==> src/design/sdd_regs.svh <==
// Register offsets, field positions, reset values and timing constants
`ifndef SDD_REGS_SVH
`define SDD_REGS_SVH
`define SDD_CTRL_OFS     8'h00
`define SDD_CLK_OFS      8'h04
`define SDD_SYS_OFS      8'h08
`define SDD_STAT_OFS     8'h0C
`define SDD_DATA_OFS     8'h10
`define SDD_DATA_LAST    8'h44
`define SDD_DATA_COUNT   14
`define SDD_CTRL_RST     8'h00
`define SDD_CLK_RST      8'h00
`define SDD_SYS_RST      3'h0
`define SDD_CTRL_EN      7
`define SDD_CTRL_QUICK   6
`define SDD_CTRL_REDUCE  5
`define SDD_CTRL_CONTR   3:0
`define SDD_CLK_WIDTH    6:5
`define SDD_CLK_DUTY     4:3
`define SDD_CLK_SEL      2:0
`define SDD_SYS_KEEP     0
`define SDD_SYS_PLO      1
`define SDD_SYS_PHI      2
`define SDD_PULSE_SHIFT  5
`define SDD_PULSE_MAXW   2
`endif

==> src/design/sdd_pkg.sv <==
// Types shared by the segment display driver
package sdd_pkg;
    typedef enum logic [1:0] {
        LV_V3  = 2'h0,
        LV_V2  = 2'h1,
        LV_V1  = 2'h2,
        LV_TOP = 2'h3
    } sdd_lvl_e;
    typedef enum logic [1:0] {
        DUTY_STATIC  = 2'h0,
        DUTY_THIRD   = 2'h1,
        DUTY_QUARTER = 2'h2,
        DUTY_NONE    = 2'h3
    } sdd_duty_e;
    typedef enum logic [1:0] {
        ST_OFF  = 2'h0,
        ST_RUN  = 2'h1,
        ST_HALT = 2'h3
    } sdd_state_e;
    typedef struct packed {
        logic       enable;
        logic       quick;
        logic       reduced;
        logic [3:0] contrast;
        logic [1:0] width;
        sdd_duty_e  duty;
        logic [2:0] clkSel;
    } sdd_cfg_s;
endpackage

==> src/design/sdd_driver.sv <==
// Segment display driver: APB registers, frame timing, plane levels
// What this block does
// (RULE1) Base clock divided from reference clock
// (RULE2) Frame is duty-count base clock periods
// (RULE3) Low-current bit picks 37k or 146k
// (RULE4) Fast charge pulses high current per edge
// (RULE5) Pulse width base/32, /64 or /128
// (RULE6) Four-bit contrast code sets bias level
// (RULE7) Wait mode leaves waveforms running
// (RULE8) Software disables driver before low power
// (RULE9) Stop with oscillator kept keeps running
// (RULE10) Stop without oscillator halts the driver
// (RULE11) Stop leaves all registers unchanged
// (RULE12) External interrupt resumes halted driver
// (RULE13) Enable bit read/write, drives planes, reset clear
// (RULE14) Charge and current bits read/write, reset clear
// (RULE15) Shared pin is fourth backplane at quarter
// (RULE16) Thirty pins, two port group selects
// (RULE17) Duty code static, third, quarter, unused
// (RULE18) Disabled: all planes at supply, ladder off
// (RULE19) Segment bit one lights, two planes each
// (RULE20) Base clock select ratios, reset clears
// (RULE21) Frontplane phase follows segment bit
// (RULE22) Settings take effect at frame boundary; the enable bit and the SYS register bits act at once
//
// The implementer's own choices: the register addresses and the APB slave port.
`timescale 1ns/100ps
`include "sdd_regs.svh"
module sdd_driver
    import sdd_pkg::*;
#(
    parameter int unsigned RATIO_SHIFT = 0
) (
    // Clock and reset
    input  wire logic            clk_sys,
    input  wire logic            rst,
    // APB slave
    input  wire logic            psel,
    input  wire logic            penable,
    input  wire logic            pwrite,
    input  wire logic [7:0]      paddr,
    input  wire logic [31:0]     pwdata,
    input  wire logic [3:0]      pstrb,
    output logic      [31:0]     prdata,
    output logic                 pready,
    output logic                 pslverr,
    // Power modes
    input  wire logic            stopMode,
    input  wire logic            wakeIrq,
    // Panel planes and ladder
    output sdd_lvl_e  [2:0]      backplaneOut,
    output sdd_lvl_e             sharedPlaneOut,
    output sdd_lvl_e  [26:1]     frontplaneOut,
    output logic      [1:0]      portGroupSeg,
    output logic                 ladderOn,
    output logic                 ladderLowRes,
    output logic      [3:0]      contrastCode
);
    function automatic logic [16:0] divRatio(input logic [2:0] sel);
        case (sel)
            3'h0: divRatio = 17'h00080;
            3'h1: divRatio = 17'h00100;
            3'h2: divRatio = 17'h00200;
            3'h3: divRatio = 17'h00400;
            3'h4: divRatio = 17'h04000;
            3'h5: divRatio = 17'h08000;
            3'h6: divRatio = 17'h10000;
            default: divRatio = 17'h00080;
        endcase
    endfunction

    function automatic sdd_lvl_e bpLvl(input logic act, input logic ph);
        if (act) begin
            bpLvl = ph ? LV_TOP : LV_V3;
        end else begin
            bpLvl = ph ? LV_V2 : LV_V1;
        end
    endfunction

    function automatic sdd_lvl_e fpLvl(input logic on, input logic ph,
                                       input logic stat);
        if (on) begin
            fpLvl = ph ? LV_V3 : LV_TOP;
        end else if (stat) begin
            fpLvl = ph ? LV_TOP : LV_V3;
        end else begin
            fpLvl = ph ? LV_V1 : LV_V2;
        end
    endfunction

    logic [7:0]       ctrl_q;
    logic [7:0]       clk_q;
    logic [2:0]       sys_q;
    logic [7:0]       seg_q [`SDD_DATA_COUNT];
    sdd_cfg_s         cfg_q;
    sdd_state_e       state_q;
    sdd_state_e       state_d;
    logic [15:0]      cnt_q;
    logic             half_q;
    logic [1:0]       slot_q;
    logic [31:0]      prdata_q;
    logic             pready_q;
    logic             pslverr_q;
    sdd_lvl_e [3:0]   bp_d;
    sdd_lvl_e [26:0]  fp_d;
    sdd_lvl_e [2:0]   bp_q;
    sdd_lvl_e         shared_q;
    sdd_lvl_e [26:1]  fp_q;
    logic [1:0]       portSeg_q;
    logic             ladderOn_q;
    logic             lowRes_q;
    logic [3:0]       contrast_q;
    logic             acc;
    logic             wrEn;
    logic             isData;
    logic [3:0]       dataIdx;
    logic [31:0]      rdVal;
    logic             mapped;
    logic [16:0]      ratio;
    logic [15:0]      halfLen;
    logic [16:0]      pulseLen;
    logic [1:0]       lastSlot;
    logic             halfEnd;
    logic             frameEnd;
    logic             pulse;
    logic [4:0]       fIdx;

    assign acc     = psel & penable & pready_q;
    assign wrEn    = acc & pwrite & pstrb[0];
    assign isData  = (paddr >= `SDD_DATA_OFS) && (paddr <= `SDD_DATA_LAST)
                     && (paddr[1:0] == 2'h0);
    assign dataIdx = 4'((paddr - `SDD_DATA_OFS) >> 2);

    // Read decode
    always_comb begin
        rdVal  = 32'h00000000;
        mapped = 1'b1;
        case (paddr)
            `SDD_CTRL_OFS: rdVal[7:0] = ctrl_q;
            `SDD_CLK_OFS:  rdVal[7:0] = clk_q;
            `SDD_SYS_OFS:  rdVal[2:0] = sys_q;
            `SDD_STAT_OFS: rdVal[4:0] = {state_q, slot_q, half_q};
            default: begin
                if (isData) begin
                    rdVal[7:0] = seg_q[dataIdx];
                end else begin
                    mapped = 1'b0;
                end
            end
        endcase
    end

    // APB answer one wait state after setup
    always_ff @(posedge clk_sys or posedge rst) begin
        if (rst) begin
            pready_q  <= 1'b0;
            prdata_q  <= 32'h00000000;
            pslverr_q <= 1'b0;
        end else begin
            pready_q <= psel & penable & ~pready_q;
            if (psel & penable & ~pready_q) begin
                prdata_q  <= pwrite ? 32'h00000000 : rdVal;
                pslverr_q <= ~mapped;
            end
        end
    end

    // Control registers; halt never touches them
    always_ff @(posedge clk_sys or posedge rst) begin
        if (rst) begin
            ctrl_q <= `SDD_CTRL_RST; // RULE13 RULE14
            clk_q  <= `SDD_CLK_RST; // RULE20
            sys_q  <= `SDD_SYS_RST;
        end else if (wrEn) begin // RULE11
            if (paddr == `SDD_CTRL_OFS) begin
                ctrl_q <= pwdata[7:0];
            end
            if (paddr == `SDD_CLK_OFS) begin
                clk_q <= pwdata[7:0];
            end
            if (paddr == `SDD_SYS_OFS) begin
                sys_q <= pwdata[2:0];
            end
        end
    end

    // Segment data, two frontplanes per word
    always_ff @(posedge clk_sys or posedge rst) begin
        if (rst) begin
            for (int i = 0; i < `SDD_DATA_COUNT; i++) begin
                seg_q[i] <= 8'h00;
            end
        end else if (wrEn && isData) begin
            seg_q[dataIdx] <= pwdata[7:0]; // RULE19
        end
    end

    // Run, halt and off sequencing
    always_comb begin
        state_d = state_q;
        case (state_q)
            ST_OFF: begin
                if (ctrl_q[`SDD_CTRL_EN]) begin
                    state_d = ST_RUN; // RULE13
                end
            end
            ST_RUN: begin
                // Wait mode has no input here: the driver keeps running
                if (!ctrl_q[`SDD_CTRL_EN]) begin // RULE7
                    state_d = ST_OFF; // RULE8
                end else if (stopMode && !sys_q[`SDD_SYS_KEEP]) begin
                    state_d = ST_HALT; // RULE9 RULE10
                end
            end
            ST_HALT: begin
                if (!ctrl_q[`SDD_CTRL_EN]) begin
                    state_d = ST_OFF;
                end else if (wakeIrq) begin
                    state_d = ST_RUN; // RULE12
                end
            end
            default: state_d = ST_OFF;
        endcase
    end

    always_ff @(posedge clk_sys or posedge rst) begin
        if (rst) begin
            state_q <= ST_OFF;
        end else begin
            state_q <= state_d;
        end
    end

    // Divider, half period and slot timing
    always_comb begin
        ratio    = divRatio(cfg_q.clkSel) >> RATIO_SHIFT; // RULE1 RULE20
        halfLen  = (ratio[16:1] == 16'h0000) ? 16'h0001 : ratio[16:1];
        pulseLen = ratio >> (`SDD_PULSE_SHIFT + // RULE5
                   ((cfg_q.width > 2'(`SDD_PULSE_MAXW)) ?
                    2'(`SDD_PULSE_MAXW) : cfg_q.width));
        if (pulseLen == 17'h00000) begin
            pulseLen = 17'h00001;
        end
        case (cfg_q.duty) // RULE17
            DUTY_THIRD:   lastSlot = 2'h2;
            DUTY_QUARTER: lastSlot = 2'h3;
            default:      lastSlot = 2'h0;
        endcase
        halfEnd  = (cnt_q == halfLen - 16'h0001);
        frameEnd = halfEnd && half_q && (slot_q == lastSlot); // RULE2
        pulse    = ({1'b0, cnt_q} < pulseLen);
    end

    always_ff @(posedge clk_sys or posedge rst) begin
        if (rst) begin
            cnt_q  <= 16'h0000;
            half_q <= 1'b0;
            slot_q <= 2'h0;
        end else if (state_q != ST_RUN) begin
            cnt_q  <= 16'h0000;
            half_q <= 1'b0;
            slot_q <= 2'h0;
        end else if (halfEnd) begin
            cnt_q  <= 16'h0000;
            half_q <= ~half_q;
            if (half_q) begin
                slot_q <= (slot_q == lastSlot) ? 2'h0 : slot_q + 2'h1;
            end
        end else begin
            cnt_q <= cnt_q + 16'h0001;
        end
    end

    // Working copy of the settings, renewed between frames and on every cycle the driver is not running
    always_ff @(posedge clk_sys or posedge rst) begin
        if (rst) begin
            cfg_q <= '0;
        end else if (state_q != ST_RUN || frameEnd) begin
            cfg_q <= {ctrl_q[7:5], ctrl_q[3:0], clk_q[6:0]}; // RULE22
        end
    end

    // Plane levels for the current slot and half
    always_comb begin
        fIdx = 5'h00;
        for (int b = 0; b < 4; b++) begin
            bp_d[b] = bpLvl(slot_q == 2'(b), ~half_q);
        end
        for (int f = 0; f < 27; f++) begin
            fIdx    = 5'(f);
            fp_d[f] = fpLvl(seg_q[fIdx[4:1]][{fIdx[0], slot_q}], // RULE21
                            ~half_q, cfg_q.duty == DUTY_STATIC);
        end
    end

    always_ff @(posedge clk_sys or posedge rst) begin
        if (rst) begin
            bp_q     <= {3{LV_TOP}};
            shared_q <= LV_TOP;
            fp_q     <= {26{LV_TOP}};
        end else if (state_q != ST_RUN) begin
            bp_q     <= {3{LV_TOP}}; // RULE18
            shared_q <= LV_TOP;
            fp_q     <= {26{LV_TOP}};
        end else begin
            bp_q     <= bp_d[2:0];
            shared_q <= (cfg_q.duty == DUTY_QUARTER) ? // RULE15
                        bp_d[3] : fp_d[0];
            fp_q     <= fp_d[26:1];
            if (!sys_q[`SDD_SYS_PLO]) begin // RULE16
                fp_q[22:19] <= {4{LV_TOP}};
            end
            if (!sys_q[`SDD_SYS_PHI]) begin
                fp_q[26:23] <= {4{LV_TOP}};
            end
        end
    end

    // Ladder resistance, supply switch and contrast
    always_ff @(posedge clk_sys or posedge rst) begin
        if (rst) begin
            ladderOn_q <= 1'b0;
            lowRes_q   <= 1'b1;
            contrast_q <= 4'h0;
            portSeg_q  <= 2'h0;
        end else begin
            ladderOn_q <= (state_q == ST_RUN); // RULE18
            lowRes_q   <= !cfg_q.reduced || // RULE3
                          (cfg_q.quick && pulse); // RULE4
            contrast_q <= cfg_q.contrast; // RULE6
            portSeg_q  <= sys_q[`SDD_SYS_PHI:`SDD_SYS_PLO];
        end
    end

    assign prdata         = prdata_q;
    assign pready         = pready_q;
    assign pslverr        = pslverr_q;
    assign backplaneOut   = bp_q;
    assign sharedPlaneOut = shared_q;
    assign frontplaneOut  = fp_q;
    assign portGroupSeg   = portSeg_q;
    assign ladderOn       = ladderOn_q;
    assign ladderLowRes   = lowRes_q;
    assign contrastCode   = contrast_q;

    blank_off_a: assert property (@(posedge clk_sys) // RULE18
        disable iff (rst)
        state_q != ST_RUN |=> bp_q == {3{LV_TOP}} && !ladderOn_q)
        else $error("planes not blank while stopped");
    full_res_a: assert property (@(posedge clk_sys) disable iff (rst) // RULE3
        !cfg_q.reduced |=> lowRes_q)
        else $error("ladder not at low resistance");
    low_res_a: assert property (@(posedge clk_sys) disable iff (rst) // RULE3
        cfg_q.reduced && !cfg_q.quick |=> !lowRes_q)
        else $error("ladder not at high resistance");
    charge_edge_a: assert property (@(posedge clk_sys) disable iff (rst)
        state_q == ST_RUN && cfg_q.reduced && cfg_q.quick && // RULE4
        cnt_q == 16'h0000 && $stable(cfg_q) |=> lowRes_q)
        else $error("no charge pulse at edge");
    shared_pin_a: assert property (@(posedge clk_sys) disable iff (rst)
        state_q == ST_RUN && cfg_q.duty == DUTY_QUARTER // RULE15
        |=> shared_q == $past(bp_d[3]))
        else $error("shared pin not fourth backplane");
    halt_entry_a: assert property (@(posedge clk_sys) disable iff (rst)
        state_q == ST_RUN && ctrl_q[7] && stopMode && // RULE10
        !sys_q[0] |=> state_q == ST_HALT ##1 bp_q == {3{LV_TOP}})
        else $error("stop did not halt driver");
    keep_run_a: assert property (@(posedge clk_sys) disable iff (rst)
        state_q == ST_RUN && ctrl_q[7] && sys_q[0] // RULE9
        |=> state_q == ST_RUN)
        else $error("driver stopped with oscillator kept");
    wake_run_a: assert property (@(posedge clk_sys) disable iff (rst)
        state_q == ST_HALT && ctrl_q[7] && wakeIrq // RULE12
        |=> state_q == ST_RUN)
        else $error("wake did not resume driver");
    halt_regs_a: assert property (@(posedge clk_sys) disable iff (rst)
        state_q == ST_HALT && !wrEn |=> $stable(ctrl_q) // RULE11
        && $stable(clk_q))
        else $error("registers changed in halt");
    frame_cfg_a: assert property (@(posedge clk_sys) disable iff (rst)
        state_q == ST_RUN && !frameEnd |=> $stable(cfg_q)) // RULE22
        else $error("settings changed inside frame");
endmodule

==> config.mk <==
export PLATFORM = sky130hd
export DESIGN_NAME = sdd_driver
export DESIGN_NICKNAME = d
export VERILOG_FILES = /design/src/design/sdd_pkg.sv /design/src/design/sdd_driver.sv
export VERILOG_INCLUDE_DIRS = /design/src /design/src/design
export SDC_FILE = /design/constraint.sdc
export NUM_CORES = 1
export LEC_CHECK = 0
export BUFFER_PORTS_ARGS = -buffer_cell sky130_fd_sc_hd__buf_2
export CELL_PAD_IN_SITES_DETAIL_PLACEMENT = 1
export CELL_PAD_IN_SITES_GLOBAL_PLACEMENT = 1
export CORE_ASPECT_RATIO = 1.25
export CORE_MARGIN = 2
export CORE_UTILIZATION = 47
export DETAILED_ROUTE_END_ITERATION = 12
export GPL_TIMING_DRIVEN = 0
export PLACE_DENSITY = 0.81
export RECOVER_POWER = 50
export SKIP_LAST_GASP = 1
export SYNTH_ARGS = -nofsm -noshare
export SYNTH_HDL_FRONTEND = slang
export SYNTH_SLANG_ARGS = --single-unit
==> constraint.sdc <==
create_clock -name clk_sys -period 10.5 [get_ports clk_sys]
set_input_delay 2.1 -clock clk_sys [delete_from_list [all_inputs] [get_ports clk_sys]]
set_output_delay 2.1 -clock clk_sys [all_outputs]
set_load 0.05 [all_outputs]
# Word-level counts from Yosys, hierarchy flattened
# Cells that the tools add are included.
op_classes:
  eq_ne: 22
  n_reduce_logical: 28
  div_mod_pow: 0
  muxes: 128
  mul: 0
  bitwise_logic: 9
  n_lt_le_gt_ge: 8
  addsub: 5
  shifts: 1
op_table:
  columns: ["cell", "count"]
  rows:
  - ["112-bit bitwise mux", 1]
  - ["17-bit case mux with 6 select lines", 1]
  - ["2-bit two-way mux", 48]
  - ["8-bit two-way mux", 7]
  - ["1-bit binary-select mux with 2-bit select", 27]
  - ["52-bit two-way mux", 1]
  - ["16-bit two-way mux", 3]
  - ["8-bit binary-select mux with 4-bit select", 1]
  - ["8-bit demux with 4-bit select", 1]
  - ["1-bit two-way mux", 31]
  - ["17-bit zero test", 1]
  - ["16-bit by 17-bit < comparator with 1-bit output", 1]
  - ["17-bit two-way mux", 1]
  - ["17-bit by 4-bit >> shifter with 17-bit output", 1]
  - ["16-bit by 1-bit adder with 16-bit output, second input constant", 1]
  - ["16-bit equality test", 1]
  - ["8-bit by 4-bit equality test with 1-bit output, second input constant", 2]
  - ["16-bit zero test", 1]
  - ["16-bit by 1-bit subtractor with 16-bit output, second input constant", 1]
  - ["3-bit case mux with 4 select lines", 1]
  - ["3-bit equality test, second input constant", 3]
  - ["3-bit case mux with 3 select lines", 1]
  - ["2-bit equality test, second input constant", 4]
  - ["8-bit by 3-bit equality test with 1-bit output, second input constant", 1]
  - ["34 further kinds", 60]
word_totals:
  wordCells: 265
  latch_bits: 0
  mem_bits_ro: 0
  memories: 0
  reg_bits: 267
  ramBits: 0
  out_inout_bits: 102

# Depth between registers and ports, before layout
# Gate-level depths: netlist of the first run.
depth:
  ltp_word: 9
  depth_mapped: 13

# Worst setup path after synthesis of the first run
# OpenSTA, ideal clock, no wires.
synth_timing:
  path_kind: "input -> register"
  from: "input paddr[4]"
  to: "register seg_q[16] (netlist bit)"
  arrival_time_ps: 3946
  t_required_ps: 10375
  setup_time_ps: 125
  cell_stages: 7
  setup_slack_ps: 6429
  path_cell_list: "clkinv_1 -> ha_1 -> nand2_1 -> a21boi_0 -> nor3_1 -> nand4_1 -> mux2_2"
synth_via:
  elab_chain_cells: 7
synth_rtl:
  columns: ["element", "line_no", "text"]
  rows:
  - ["start: declaration", "sdd_driver.sv:41", "input wire logic [7:0] paddr,"]
  - ["6-bit by 5-bit subtractor with 6-bit output (no line)", null, null]
  - ["4-bit inverter with 5-bit output (implied by the code)", "sdd_driver.sv:194", "seg_q[dataIdx] <= pwdata[7:0];"]
  - ["5-bit greater-or-equal comparator (implied by the code) / 5-bit by 1-bit < comparator with 1-bit output (equally long branches)", "sdd_driver.sv:194", null]
  - ["1-bit logical AND (implied by the code)", "sdd_driver.sv:194", null]
  - ["8-bit two-way mux (implied by the code)", "sdd_driver.sv:194", null]
  - ["8-bit demux with 4-bit select", "sdd_driver.sv:194", null]
  - ["112-bit bitwise mux", "sdd_driver.sv:194", null]
  - ["end signal: indexed assignment", "sdd_driver.sv:194", null]
  - ["end: declaration", "sdd_driver.sv:94", "logic [7:0] seg_q [`SDD_DATA_COUNT];"]
# Several ways; a longest one is shown, not always the timed one.
# A chain may end at the register's enable or synchronous reset.

==> metrics.yaml, run 1 <==
fin_nets: 1284
worstHoldStart: "cfg_q[8]$_DFFE_PP0P_"
critical_path_buf_inv_count: 2
antenna_found_initial: 0
path_cells: "buf_2, clkinvlp_2"
netlist_instances: 1056
netlist_area_mm2: 0.0127
avgSynthCellArea_um2: 12.0
clk-insertion-delay-late_ps: 550
netlist-cell-type-count: 57
tightest_slew_ps: 4820
start_util_pct: 47.5
power_leakage_nw: 6.58
setup_viol: 0
rsz0062_at_grt: "false"
maxCapViolCount: 1
slew_violations: 108
num_vias: 9091
cts_tree: "built"
post-route-min-period_ps: 5200
grt_start_max_net_pins: 135
slowest_stage: "clkinvlp_2"
post_cts_buffers: 0
drive_above_1_share_pct: 35.7
finClkSkew_ps: 17.2
grt_pass1_wl_mm: 57.1
die_x_um: 151
port-buffer-count: 101
max_freq_mhz: 192
p_per_area_mw_per_mm2: 142
post_cts_resized: 0
finalHoldViolCount: 0
ctsLongestPathBuffers: 3
fp.dieArea_mm2: 0.0283
arrival_ps: 4970
timing.slew.headroom_pct: -223
path_max_fanout: 108
wl_per_cell_um: 23.0
wl_mm: 36.2
hold_buffers: 0
ys_async_sr_fraction_pct: 100
first_global_vias: 9934
crit_family: "buffers and inverters"
outcome: "finished, violations left"
finalPower_mw: 2.09
crit_start: "rst"
clockRootBuffer: "clkbuf_16"
ant_nets: 0
fin_util_pct: 55.1
cts.sink_count: 241
grt_overflow_total: 0
critPathMaxStageDelay_ps: 2680
yosysWarnings: 0
fin_ws_ps: 5300
place_ws_ps: 5450
violations: "capacitance limit, slew limit"
hold_ws_ps: 405
ir_drop_uv: 111
start_kind: "input port"
rows: 67
io_pins: 153
drtPass1Iterations: 5
num-fill-cells: 2843
coreArea_mm2: 0.0267
crit_type: "in -> async"
die_h_um: 187
cts.htree.levels: 1
synth-main-ff-cell: "dfrtp_1"
hold_path_class: "reg -> reg"
required_ps: 10280
numCtsBuffers: 26
synth-seq-cells: 241
routed_via_density: 5.78
place_congestion: 0.876
diodes: 0
track_usage_pct: 26.1
timing.rr.start: "cfg_q[2]$_DFFE_PP0P_"
drc: 0
clkTransAtPathRegs_ps: 60
end_kind: "asynchronous set/reset pin"
synth_edf_count: 0
yosysSeqAreaShare_pct: 48.2
post-route-period-util_pct: 49.5
synthToLayoutAreaGrowth_pct: 16.0
dp_hpwl_mm: 25.8
drt_iter0_drc: 541
## cell usage after synthesis, drive strengths merged (6+ instances only)
master	count	share of area [%]
inv	14	0.42
clkbuf	37	1.1
nand2	137	4.1
mux2i	16	1.3
nand2b	6	0.30
xnor2	39	2.7
o221ai	8	0.55
ha	24	2.4
or4	15	0.89
nand4	6	0.30
nor2	41	1.2
a21oi	10	0.40
dfrtp	182	36
o211ai	14	0.83
mux4	54	9.6
buf	57	2.7
nand3	21	0.83
dfstp	59	12
nor3	7	0.28
or3	6	0.30
a31oi	14	0.69
a221oi	8	0.55
mux2	139	12
nor2b	33	1.6
o21ai	20	0.79
and3	6	0.30
xor2	38	2.6
## per-stage QoR
step	instances	TNS (ps)	area, um2
finish	1574	0	14700
global route	1574	0	14700
CTS	1574	0	14700
detailed placement	1526	0	13700
global placement	1525	-125510	13700
floorplan	1079	0	12700
## kinds of logic after synthesis
logic type	after synthesis	share of synthesized area (%)
simple gates	298	11.3
flops	241	48.2
mux	209	23.2
buf+inv	109	4.21
compound gates	96	5.23
xor+xnor	77	5.33
fa+ha+maj	24	2.37
other cells	2	0.0594
## area by class of cell
type | instances | area, um2 | share of cell area [%]
Clock inverter | 14 | 259 | 1.76
Timing Repair Buffer | 102 | 533 | 3.63
Sequential cell | 241 | 6100 | 41.6
Clock buffer | 34 | 731 | 4.98
Multi-Input combinational cell | 729 | 6090 | 41.5
Buffer | 94 | 468 | 3.19
Tap cell | 345 | 432 | 2.94
Inverter | 15 | 57.6 | 0.392
## layer usage
metal | up-vias | wire, um | global-route usage, %
met2 | 230 | 19300 | 47.6
met4 | 0 | 1480 | 10.0
met3 | 84 | 1410 | 3.10
met5 | - | 0 | 0
li1 | 4030 | - | -
met1 | 4747 | 14000 | 31.1
## registers in the layout (all words and copies together) (netlist names)
name            cells
pslverr             1
sys_q               3
state_q             2
cnt_q              16
contrastCode        4
ctrl_q              8
sharedPlaneOut      2
frontplaneOut      52
slot_q              2
ladderOn            1
ladderLowRes        1
prdata              8
backplaneOut        4
clk_q               8
cfg_q              13
portGroupSeg        2
pready              1
seg_q             112
half_q              1
## final timing paths
kind / endpoint / slack (ps) / cells after the start
worst min-delay path: contrastCode[1]$_DFF_PP0_ / 410 / 0
worst max register to register: ladderLowRes$_DFF_PP1_ / 7120 / 8
min in group asynchronous: cnt_q[9]$_DFF_PP0_ / 3040 / 2
max in group clk_sys: seg_q[71]$_DFFE_PP0P_ / 5900 / 8
worst min register to register: contrastCode[1]$_DFF_PP0_ / 410 / 0
worst max-delay path: seg_q[79]$_DFFE_PP0P_ / 5300 / 2
## where the power goes
group	switching (mW)	leakage, nW	internal [mW]
Sequential	0.00171	3.16	0.932
Clock	0.394	0.485	0.662
Combinational	0.0754	2.94	0.0252
## cell usage in the layout (no fill, tap or decap), types with 20 or more instances in the layout
master	instances
xor2_1	38
dfstp_2	59
buf_2	109
clkbuf_16	26
clkbuf_1	49
nor2_1	41
nand2_1	137
mux2_2	139
o21ai_0	20
xnor2_1	39
nor2b_1	33
ha_1	24
conb_1	25
mux4_2	54
dfrtp_1	182
nand3_1	21
buf_4	26
Note: power is estimated with default switching activity, not from simulation.
==> inputs of run 2 (changes only) <==
clock period = 5.3 ns   (was 10.5 ns; I/O delays follow)
==> metrics.yaml, run 2 (synthesis results as in run 1) <==
post_cts_resized: 0  # unchanged
hold_path_class: "reg -> reg"
largest_reg_flops: 112  # unchanged
clockRootBuffer: "clkbuf_16"
post-route-period-util_pct: 71.5
start_kind: "input port"
clock_power_share_pct: 50.2  # -0.3 points
largest_register: "seg_q"
ant_nets: 0  # unchanged
crit_type: "in -> async"
hold_ws_ps: 423  # +17.9 ps
layout.area.seq_mm2: 0.00610  # unchanged
holdPathStages: 0  # unchanged
setup_viol: 0  # unchanged
max_freq_mhz: 264
clkTransAtPathRegs_ps: 60  # about the same
violations: "capacitance limit, slew limit"
grt_pass1_wl_mm: 59.3  # +3.9%
timing.slew.headroom_pct: -56.6  # +170 points
path_common_cell: "clkbuf_1"
slowest_stage: "clkbuf_1"
grt_start_max_net_pins: 45  # -67%
gr-usage-met3_pct: 4.00  # +0.90 points
port-buffer-count: 101  # unchanged
top_usage_layer: "met2"
finalPower_mw: 4.12  # +97%
ff2ff_path_depth: 8  # unchanged
diodes: 0  # unchanged
first_global_vias: 10200  # +2.8%
clk-insertion-delay-late_ps: 550  # about the same
dpl_cell_area_mm2: 0.0138  # +0.70%
drc: 0  # unchanged
met2_usage_pct: 50.0  # +2.4 points
fin_ws_ps: 1510  # -3800 ps
rows: 67  # unchanged
tightest_slew_ps: 2350  # -2470 ps
hold_buffers: 0  # unchanged
path_cells: "clkbuf_1, clkinvlp_2, clkbuf_1, buf_12, clkbuf_2"
p_seq_share_pct: 45.0  # +0.3 points
multi_input_area_mm2: 0.00610  # +0.18%
finalHoldViolCount: 0  # unchanged
maxCapViolCount: 3  # +2
p_per_area_mw_per_mm2: 281  # +97%
final_cell_area_mm2: 0.0147  # about the same
post_cts_buffers: 0  # unchanged
track_usage_pct: 27.3  # +1.2 points
routed_via_density: 5.88  # +1.8%
place_congestion: 0.847  # -3.2%
outcome: "finished, violations left"
post-route-min-period_ps: 3790
fin_nets: 1289  # +0.39%
rsz0062_at_grt: "false"
slew_violations: 118  # +9.3%
final_common_cell: "dfrtp_1"
dp_cells: 1531  # +0.33%
p_comb_share_pct: 4.9  # about the same
critPathMaxStageDelay_ps: 1300  # -1380 ps
wl_mm: 37.8  # +4.4%
grt_overflow_total: 0  # unchanged
cts.sink_count: 241  # unchanged
wl_per_cell_um: 23.9  # +4.1%
coreArea_mm2: 0.0267  # unchanged
drt_iter0_drc: 616  # +14%
dp_hpwl_mm: 27.6  # +6.9%
power_leakage_nw: 6.51  # -1.1%
fp.dieArea_mm2: 0.0283  # unchanged
gr-usage-met1_pct: 31.8  # +0.67 points
num-fill-cells: 2833  # -0.35%
ir_drop_uv: 199  # +79%
die_h_um: 187  # unchanged
total_switching_power_uw: 943  # +100%
place_ws_ps: 1340  # -4120 ps
power.internal_mw: 3.17  # +96%
ctsLongestPathBuffers: 3  # unchanged
die_x_um: 151  # unchanged
end_kind: "asynchronous set/reset pin"
arrival_ps: 4300  # -670 ps
finClkSkew_ps: 17.0  # -0.206 ps
layout_common_cells: "dfrtp_1 (182), mux2_2 (139), nand2_1 (137)"
required_ps: 5810  # -4470 ps
swShare_pct: 22.9  # +0.38 points
drive_above_1_share_pct: 33.9  # -1.8 points
antenna_found_initial: 0  # unchanged
cts_tree: "built"
drtPass1Iterations: 5  # unchanged
start_util_pct: 47.5  # unchanged
io_pins: 153  # unchanged
cts.htree.levels: 1  # unchanged
synthToLayoutAreaGrowth_pct: 15.9  # about the same
path_max_fanout: 44  # -59%
numCtsBuffers: 26  # unchanged
final_cells: 1579  # +0.32%
num_vias: 9284  # +2.1%
==> run 2: critical path, delay by kind of cell <==
| kind | cells | cell delay (ps) |
|---|---|---|
| buffers and inverters | 5 | 3150 |
==> run 2: through the flow <==
| stage | TNS, ps | util, % |
|---|---|---|
| after global routing | 0 | 55.0 |
| after floorplan | 0 | - |
| final | 0 | 55.0 |
| after global placement | -45980 | 51.3 |
| after detailed placement | 0 | 51.8 |
| after CTS | 0 | 55.5 |
==> run 2: worst paths after layout <==
check | start | to | slack [ps]
max reg2reg | cfg_q[0]$_DFFE_PP0P_ | ladderLowRes$_DFF_PP1_ | 1970
max in group clk_sys | paddr[4] | seg_q[81]$_DFFE_PP0P_ | 1810
min in group asynchronous | rst | contrastCode[1]$_DFF_PP0_ | 650
max | rst | seg_q[24]$_DFFE_PP0P_ | 1510
min | cfg_q[7]$_DFFE_PP0P_ | contrastCode[0]$_DFF_PP0_ | 420
min reg2reg | cfg_q[7]$_DFFE_PP0P_ | contrastCode[0]$_DFF_PP0_ | 420
==> run 2: final cells by class <==
| cell class | instances | share of cell area [%] |
|---|---|---|
| repair buffers | 107 | 3.48 |
| inverters | 15 | 0.392 |
| plain buffers | 94 | 3.25 |
| multi-input cells | 729 | 41.6 |
| clock inverters | 16 | 1.71 |
| clock buffers | 32 | 5.00 |
| well taps | 345 | 2.94 |
| flip-flops and latches | 241 | 41.6 |
==> run 2: routing by layer <==
metal | vias to the layer above | share of wire, %
li1 | 4034 | -
met1 | 4901 | 37
met2 | 257 | 55
met3 | 92 | 4.4
met4 | 0 | 4.0
met5 | - | 0
==> run 2: power by group through the flow <==
stage / registers, mW / clock network [mW] / logic (mW)
2_1_floorplan: 1.89 / 0 / 0.135
3_3_place_gp: 1.88 / 0 / 0.193
3_5_place_dp: 1.88 / 0 / 0.210
4_1_cts: 1.85 / 2.09 / 0.211
5_1_grt: 1.85 / 2.16 / 0.217
6_report: 1.85 / 2.06 / 0.201
